[src/clock_gate_defines.vh]
`ifndef CLOCK_GATE_DEFINES_VH
`define CLOCK_GATE_DEFINES_VH

// ****************************************
// register byte offsets
// ****************************************
`define RUN_GATE_OFFSET 12'h108
`define SLEEP_GATE_OFFSET 12'h118
`define AUTO_GATING_OFFSET 12'h200
`define POWER_MODE_OFFSET 12'h204
`define FAULT_STATUS_OFFSET 12'h210
`define FAULT_MASK_OFFSET 12'h214

// ****************************************
// field positions and masks
// ****************************************
`define GATE_PORT_LSB 0
`define GATE_PORT_MSB 6
`define GATE_MAC_BIT 28
`define GATE_PHY_BIT 30
`define GATE_WRITABLE_MASK 32'h5000007F
`define GATE_RESET 32'h00000000
`define AUTO_GATING_BIT 0
`define AUTO_GATING_RESET 1'b0

// ****************************************
// power modes and status bits
// ****************************************
`define MODE_RUN 2'h0
`define MODE_SLEEP 2'h1
`define MODE_DEEP_SLEEP 2'h2
`define FAULT_READ_BIT 0
`define FAULT_WRITE_BIT 1
`define FAULT_MODE_BIT 2

// ****************************************
// axi response codes
// ****************************************
`define RESP_OKAY 2'h0
`define RESP_SLVERR 2'h2

`endif

[src/peripheral_clock_gate_run_sleep.v]
`timescale 1ns/1ns
`default_nettype none
`include "clock_gate_defines.vh"

// Contract
// - each implemented gating bit is the clock enable of one unit, one meaning clocked.
// - an access to a unit whose clock is gated off answers with a bus fault.
// - both gating registers clear to all zeros at reset.
// - run register applies in run, sleep register in sleep, deep-sleep register in deep sleep.
// - sleep settings are used only when the automatic gating bit is set.
// - ports a to g sit on bits 0 to 6, read and write.
// - mac enable on bit 28, phy enable on bit 30, bits 29 and 31 reserved.
// - bits 27 to 7 are read-only zero; software preserves them.
// - run register at 0x108, sleep register at 0x118.
module peripheral_clock_gate_run_sleep #(
    parameter UNITS = 9
) (
    input wire aclk,
    input wire aresetn,
    // axi4-lite slave
    input wire [11:0] s_axi_awaddr,
    input wire s_axi_awvalid,
    output wire s_axi_awready,
    input wire [31:0] s_axi_wdata,
    input wire [3:0] s_axi_wstrb,
    input wire s_axi_wvalid,
    output wire s_axi_wready,
    output reg [1:0] s_axi_bresp,
    output reg s_axi_bvalid,
    input wire s_axi_bready,
    input wire [11:0] s_axi_araddr,
    input wire s_axi_arvalid,
    output wire s_axi_arready,
    output reg [31:0] s_axi_rdata,
    output reg [1:0] s_axi_rresp,
    output reg s_axi_rvalid,
    input wire s_axi_rready,
    // power mode from the power controller, and the deep-sleep enables
    input wire [1:0] power_mode,
    input wire [31:0] deep_sleep_gate_reg,
    // unit access monitor: one select per unit, read or write strobe
    input wire [UNITS-1:0] unit_access_sel,
    input wire unit_access_write,
    output reg unit_access_fault,
    // gated clocks and enables, bits 0-6 ports a-g, 7 mac, 8 phy
    output wire [UNITS-1:0] unit_clk,
    output reg [UNITS-1:0] unit_clk_en,
    output reg irq
);
    // ****************************************
    // registers
    // ****************************************
    reg [31:0] run_gate_reg;
    reg [31:0] sleep_gate_reg;
    reg auto_gating_select;
    reg [2:0] fault_status;
    reg [2:0] fault_mask;
    reg [1:0] mode_seen;
    reg [31:0] active_gate;
    reg [UNITS-1:0] next_unit_clk_en;
    reg aw_held;
    reg w_held;
    reg [11:0] aw_addr;
    reg [31:0] w_data;
    reg [3:0] w_strb;
    reg [31:0] strb_mask;
    reg [31:0] read_value;
    reg read_ok;
    reg wr_ok;
    reg [2:0] fault_set;
    integer i;

    wire do_write = aw_held && w_held && !s_axi_bvalid;
    wire do_read = s_axi_arvalid && !s_axi_rvalid;
    wire status_read = do_read && (s_axi_araddr == `FAULT_STATUS_OFFSET);

    assign s_axi_awready = !aw_held && !s_axi_bvalid;
    assign s_axi_wready = !w_held && !s_axi_bvalid;
    assign s_axi_arready = !s_axi_rvalid;

    // ****************************************
    // active enable set
    // ****************************************
    always @*
    begin
        if (power_mode == `MODE_DEEP_SLEEP)
        begin
            active_gate = deep_sleep_gate_reg;
        end
        else if (power_mode == `MODE_SLEEP && auto_gating_select)
        begin
            active_gate = sleep_gate_reg;
        end
        else
        begin
            // without automatic gating, sleep keeps the run set
            active_gate = run_gate_reg;
        end
        next_unit_clk_en[6:0] = active_gate[`GATE_PORT_MSB:`GATE_PORT_LSB];
        next_unit_clk_en[7] = active_gate[`GATE_MAC_BIT];
        next_unit_clk_en[8] = active_gate[`GATE_PHY_BIT];
    end

    // ****************************************
    // per-unit clock gates
    // ****************************************
    genvar g;
    generate
        for (g = 0; g < UNITS; g = g + 1)
        begin : gate_gen
            unit_clock_gate u_gate (
                .clk_in(aclk),
                .enable(unit_clk_en[g]),
                .clk_out(unit_clk[g])
            );
        end
    endgenerate

    // ****************************************
    // write decode
    // ****************************************
    always @*
    begin
        for (i = 0; i < 4; i = i + 1)
        begin
            strb_mask[i*8 +: 8] = {8{w_strb[i]}};
        end
        wr_ok = 1'b1;
        if (aw_addr == `RUN_GATE_OFFSET)
        begin
            wr_ok = 1'b1;
        end
        else if (aw_addr == `SLEEP_GATE_OFFSET)
        begin
            wr_ok = 1'b1;
        end
        else if (aw_addr == `AUTO_GATING_OFFSET)
        begin
            wr_ok = 1'b1;
        end
        else if (aw_addr == `FAULT_MASK_OFFSET)
        begin
            wr_ok = 1'b1;
        end
        else if (aw_addr == `FAULT_STATUS_OFFSET || aw_addr == `POWER_MODE_OFFSET)
        begin
            wr_ok = 1'b1;
        end
        else
        begin
            wr_ok = 1'b0;
        end
    end

    // ****************************************
    // read decode
    // ****************************************
    always @*
    begin
        read_value = 32'h00000000;
        read_ok = 1'b1;
        if (s_axi_araddr == `RUN_GATE_OFFSET)
        begin
            read_value = run_gate_reg;
        end
        else if (s_axi_araddr == `SLEEP_GATE_OFFSET)
        begin
            read_value = sleep_gate_reg;
        end
        else if (s_axi_araddr == `AUTO_GATING_OFFSET)
        begin
            read_value[`AUTO_GATING_BIT] = auto_gating_select;
        end
        else if (s_axi_araddr == `POWER_MODE_OFFSET)
        begin
            read_value[1:0] = mode_seen;
        end
        else if (s_axi_araddr == `FAULT_STATUS_OFFSET)
        begin
            read_value[2:0] = fault_status;
        end
        else if (s_axi_araddr == `FAULT_MASK_OFFSET)
        begin
            read_value[2:0] = fault_mask;
        end
        else
        begin
            read_ok = 1'b0;
        end
    end

    // ****************************************
    // fault events
    // ****************************************
    always @*
    begin
        fault_set = 3'h0;
        if (|(unit_access_sel & ~unit_clk_en))
        begin
            fault_set[`FAULT_WRITE_BIT] = unit_access_write;
            fault_set[`FAULT_READ_BIT] = !unit_access_write;
        end
        fault_set[`FAULT_MODE_BIT] = (power_mode != mode_seen);
    end

    // ****************************************
    // sequential state
    // ****************************************
    always @(posedge aclk)
    begin
        if (!aresetn)
        begin
            run_gate_reg <= `GATE_RESET;
            sleep_gate_reg <= `GATE_RESET;
            auto_gating_select <= `AUTO_GATING_RESET;
            fault_status <= 3'h0;
            fault_mask <= 3'h0;
            mode_seen <= `MODE_RUN;
            unit_clk_en <= {UNITS{1'b0}};
            unit_access_fault <= 1'b0;
            irq <= 1'b0;
            aw_held <= 1'b0;
            w_held <= 1'b0;
            aw_addr <= 12'h000;
            w_data <= 32'h00000000;
            w_strb <= 4'h0;
            s_axi_bvalid <= 1'b0;
            s_axi_bresp <= `RESP_OKAY;
            s_axi_rvalid <= 1'b0;
            s_axi_rresp <= `RESP_OKAY;
            s_axi_rdata <= 32'h00000000;
        end
        else
        begin
            // enable set registered so mode changes land on a clock edge
            unit_clk_en <= next_unit_clk_en;
            mode_seen <= power_mode;
            unit_access_fault <= |(unit_access_sel & ~unit_clk_en);
            irq <= |(fault_status & fault_mask);
            if (s_axi_awvalid && s_axi_awready)
            begin
                aw_held <= 1'b1;
                aw_addr <= s_axi_awaddr;
            end
            if (s_axi_wvalid && s_axi_wready)
            begin
                w_held <= 1'b1;
                w_data <= s_axi_wdata;
                w_strb <= s_axi_wstrb;
            end
            if (do_write)
            begin
                aw_held <= 1'b0;
                w_held <= 1'b0;
                s_axi_bvalid <= 1'b1;
                s_axi_bresp <= wr_ok ? `RESP_OKAY : `RESP_SLVERR;
                // reserved bits never take a value
                if (aw_addr == `RUN_GATE_OFFSET)
                begin
                    run_gate_reg <= (run_gate_reg & ~(strb_mask & `GATE_WRITABLE_MASK))
                        | (w_data & strb_mask & `GATE_WRITABLE_MASK);
                end
                else if (aw_addr == `SLEEP_GATE_OFFSET)
                begin
                    sleep_gate_reg <= (sleep_gate_reg & ~(strb_mask & `GATE_WRITABLE_MASK))
                        | (w_data & strb_mask & `GATE_WRITABLE_MASK);
                end
                else if (aw_addr == `AUTO_GATING_OFFSET && w_strb[0])
                begin
                    auto_gating_select <= w_data[`AUTO_GATING_BIT];
                end
                else if (aw_addr == `FAULT_MASK_OFFSET && w_strb[0])
                begin
                    fault_mask <= w_data[2:0];
                end
            end
            else if (s_axi_bvalid && s_axi_bready)
            begin
                s_axi_bvalid <= 1'b0;
            end
            if (do_read)
            begin
                s_axi_rvalid <= 1'b1;
                s_axi_rdata <= read_value;
                s_axi_rresp <= read_ok ? `RESP_OKAY : `RESP_SLVERR;
            end
            else if (s_axi_rvalid && s_axi_rready)
            begin
                s_axi_rvalid <= 1'b0;
            end
            // a new event in the clearing cycle survives the read
            fault_status <= (status_read ? 3'h0 : fault_status) | fault_set;
        end
    end
endmodule // peripheral_clock_gate_run_sleep

`default_nettype wire

[src/unit_clock_gate.v]
`timescale 1ns/1ns
`default_nettype none

// ****************************************
// glitch-free clock gate
// ****************************************
module unit_clock_gate (
    input wire clk_in,
    input wire enable,
    output wire clk_out
);
    reg enable_latched;

    // taken on the falling edge: steady while clock is high, so no runt pulse escapes
    always @(negedge clk_in)
    begin
        enable_latched <= enable;
    end

    assign clk_out = clk_in & enable_latched;
endmodule // unit_clock_gate

`default_nettype wire

[config.mk]
export PLATFORM = sky130hd
export DESIGN_NAME = peripheral_clock_gate_run_sleep
export DESIGN_NICKNAME = d
export VERILOG_FILES = /design/src/peripheral_clock_gate_run_sleep.v /design/src/unit_clock_gate.v
export VERILOG_INCLUDE_DIRS = /design/src
export SDC_FILE = /design/constraint.sdc
export NUM_CORES = 1
export LEC_CHECK = 0
export BUFFER_PORTS_ARGS = -buffer_cell sky130_fd_sc_hd__buf_2
export CAP_MARGIN = 15
export CORE_ASPECT_RATIO = 0.7
export CORE_MARGIN = 2
export CORE_UTILIZATION = 43
export CTS_CLUSTER_SIZE = 8
export DETAILED_ROUTE_END_ITERATION = 6
export GPL_ROUTABILITY_DRIVEN = 0
export GPL_TIMING_DRIVEN = 0
export PLACE_DENSITY = 0.83
export SLEW_MARGIN = 10
export SYNTH_ARGS = -nofsm -noshare
export SYNTH_HDL_FRONTEND = slang
export SYNTH_SLANG_ARGS = --single-unit
[constraint.sdc]
create_clock -name aclk -period 1.8 [get_ports aclk]
set_input_delay 0.09 -clock aclk [delete_from_list [all_inputs] [get_ports aclk]]
set_output_delay 0.09 -clock aclk [all_outputs]
set_load 0.03 [all_outputs]
==> results by group <==
Status
  • Status: finished with violations
  • Failing checks: negative setup slack

Global routing
  • Initial antenna violation count: 0
  • Remaining Overflow, GRT: 0
  • First-pass GRT wire length: 18.3 mm
  • Vias in the first global route: 3919
  • Largest net degree at the start of global routing: 15
  • Tot GR Track Use: a little under a quarter

Placement
  • Hpwl dp: 7.90 mm
  • Pre-CTS setup slack: -0.298 ns
  • Area after DPL: 4670 um2
  • Port Buf Inserts: 95

Detailed routing
  • Via-to-Cell Ratio: 5.19
  • Routed WL: 11.7 mm
  • DR WL/cell: 15.4 um
  • DRT iter0 DRCs: ~330
  • DRT Pass-1 Iters: 5
  • DRC: 0
  • Via count of the routed design: 3952
  • Post-DRT Antenna Nets: 0

Cells and area
  • Area Growth Syn to Fin: 42.7%
  • Fill count: 760
  • Final #Nets: approximately 740
  • Fraction of layout cells with a size suffix above 1: a little under a third
  • Diodes inserted: 0
  • Core Util, Final: 62.5%
  • Design Area, Final: 5630 um2

Timing
  • # setup viols final: 18
  • Clock skew: 0.0753 ns
  • Measured slew at the worst slew-check pin: 0.693 ns
  • Final hold vios: 0
  • Final TNS setup: -2.45 ns
  • Slew HR: a little over half
  • Max Slew Vio Count: 0
  • RSZ-0062 raised after global routing: yes
  • Post-route worst setup slack: -0.281 ns

Die
  • Horiz. Die Dim: 118 um
  • DIE HEIGHT: roughly 84 um
  • I/O pin count: 172
  • Row count: 29
  • Initial Util: 43.8%
  • DIE AREA: 9970 um2
  • Core area: 9000 um2

Synthesis
  • Area leader, netlist: dfxtp_1
  • Post-Syn Area: 3940 um2
  • EDFF count, synth: 0
  • Synth cell types: 50
  • Post-synthesis async set-or-reset flop share: 0%
  • Synth Register Bits: 85
  • Synth area leaders: dfxtp_1 (43%), mux2i_1 (9.4%), buf_4 (8.2%), nand2_1 (5.2%), a21oi_1 (4.8%)
  • Area fraction of the dominant cell type after synthesis: a little over two fifths
  • Gate Count Post-Synth: roughly 450
  • Main synth FF type: dfxtp_1
  • Synth warn: 0
  • Part of the Yosys area used for sequential elements: between 40% and 50%
  • Syn Area/Cell: approximately 8.7 um2

Power and ir drop
  • PwrDens: 925 nW/um2
  • Leak pwr: around 0.0025 uW
  • Total power: 5200 uW
  • Worst-case vdd ir drop: 0.517 mV

Critical path
  • Setup crit start: gate_gen[0].u_gate.enable_latched$_DFF_N_
  • Startpoint Class: register
  • CP max stage delay: around 0.30 ns
  • WP data arrival: 1.99 ns
  • Crit-path max FO: 1
  • Req. time, crit path: 1.71 ns
  • CP Class: reg2out
  • CP cell instances: and2_4, buf_6
  • Slowest CP cell: dfxtp_2
  • Worst Setup End Kind: output port
  • Worst r2r src: aw_addr[11]$_SDFFE_PN0P_

Worst hold path
  • Hold crit path type: in2reg
  • Hold Crit Start: s_axi_wvalid

Clock tree
  • Skew-Pair Late Insertion Delay: 0.53 ns
  • Clk slew on worst S/H paths: 0.06 ns
  • CTS tree: built

Flow run
  • Number of max-cap violations: 0
## cell families (layout without fill, tap and decap cells)
logic type	count (synthesis)	in the layout	share of synthesized area (%)
AO/OA/AOI/OAI	84	84	13.0
XOR/XNOR	2	2	0.444
buffers and inverters	80	240	11.9
flip-flops	85	85	43.1
multiplexers	38	38	9.68
other	1	25	0.0951
AND/OR/NAND/NOR	164	164	21.8
## worst paths after layout
| kind | depth (start not counted) | end | slack (ns) |
|---|---|---|---|
| setup / recovery | 2 | unit_clk[0] | -0.28 |
| hold / removal | 4 | w_held$_SDFFE_PP0P_ | 0.03 |
| setup reg to reg | 5 | register | 0 |
| hold reg to reg | 2 | s_axi_rdata[3]$_SDFFE_PN0P_ | 0.46 |
## layer usage
metal	track usage [%]	wire, um
met5	0	0
met4	13.4	436
met3	8.27	1080
met2	38.0	5370
met1	27.4	4820
## critical path, delay by kind of cell (launching register included)
family                 cells  cell delay (ns)
buffers and inverters      1             0.13
flip-flops                 1             0.30
AND/OR/NAND/NOR            1             0.13
## placed cells by master (no fill, tap or decap), drive strengths merged, types with 4 or more instances in the layout
master       Yosys  final
nand2b           7      7
or3              8      8
clkinv           1      4
a211oi           9      9
nand2           55     55
dlygate4sd3      0     40
mux2i           37     37
nor2            31     31
inv             13     23
nor2b            6      6
dfxtp           85     85
buf             48    140
nand3           14     14
and2            13     13
clkbuf          18     31
o21ai           17     17
a21oi           38     38
nor3             6      6
conb             1     25
## through the flow
step	hold slack [ns]	cells
floorplan	0.212	478
global placement	0.318	697
detailed placement	0.325	697
CTS	0.00121	759
global route	0.0399	762
finish	0.0263	762
## layout make-up
class / count / area [um2] / share of cell area, %
Clock inverter: 16 / 88.8 / 1.58
Tap cell: 124 / 155 / 2.76
Sequential cell: 85 / 1710 / 30.5
Buffer: 56 / 358 / 6.36
Clock buffer: 23 / 430 / 7.65
Inverter: 13 / 48.8 / 0.867
Timing Repair Buffer: 132 / 901 / 16.0
Multi-Input combinational cell: 313 / 1930 / 34.3
## cells in the mapped netlist (7+ instances only)
| cell type | n |
|---|---|
| nand2_1 | 55 |
| clkbuf_1 | 18 |
| dfxtp_1 | 85 |
| nand2b_1 | 7 |
| mux2i_1 | 37 |
| a211oi_1 | 9 |
| nand3_1 | 14 |
| a21oi_1 | 38 |
| inv_1 | 13 |
| buf_4 | 43 |
| and2_1 | 13 |
| nor2_1 | 31 |
| o21ai_0 | 17 |
## power breakdown
group	internal, uW	switching [uW]	total, uW
Combinational	298	361	660
Clock	1450	1060	2510
Sequential	1960	72.0	2030
## what timing repair did
item | 4_1_cts | 5_1_grt
hold endpoints to repair | 40 | 0
hold buffers | 40 | 0
buffers inserted | 3 | 3
pin swaps | 11 | 4
resized for setup | 35 | 16
endpoints found under the setup margin | 50 | 48
No activity file was read; power rests on OpenSTA's default activity.
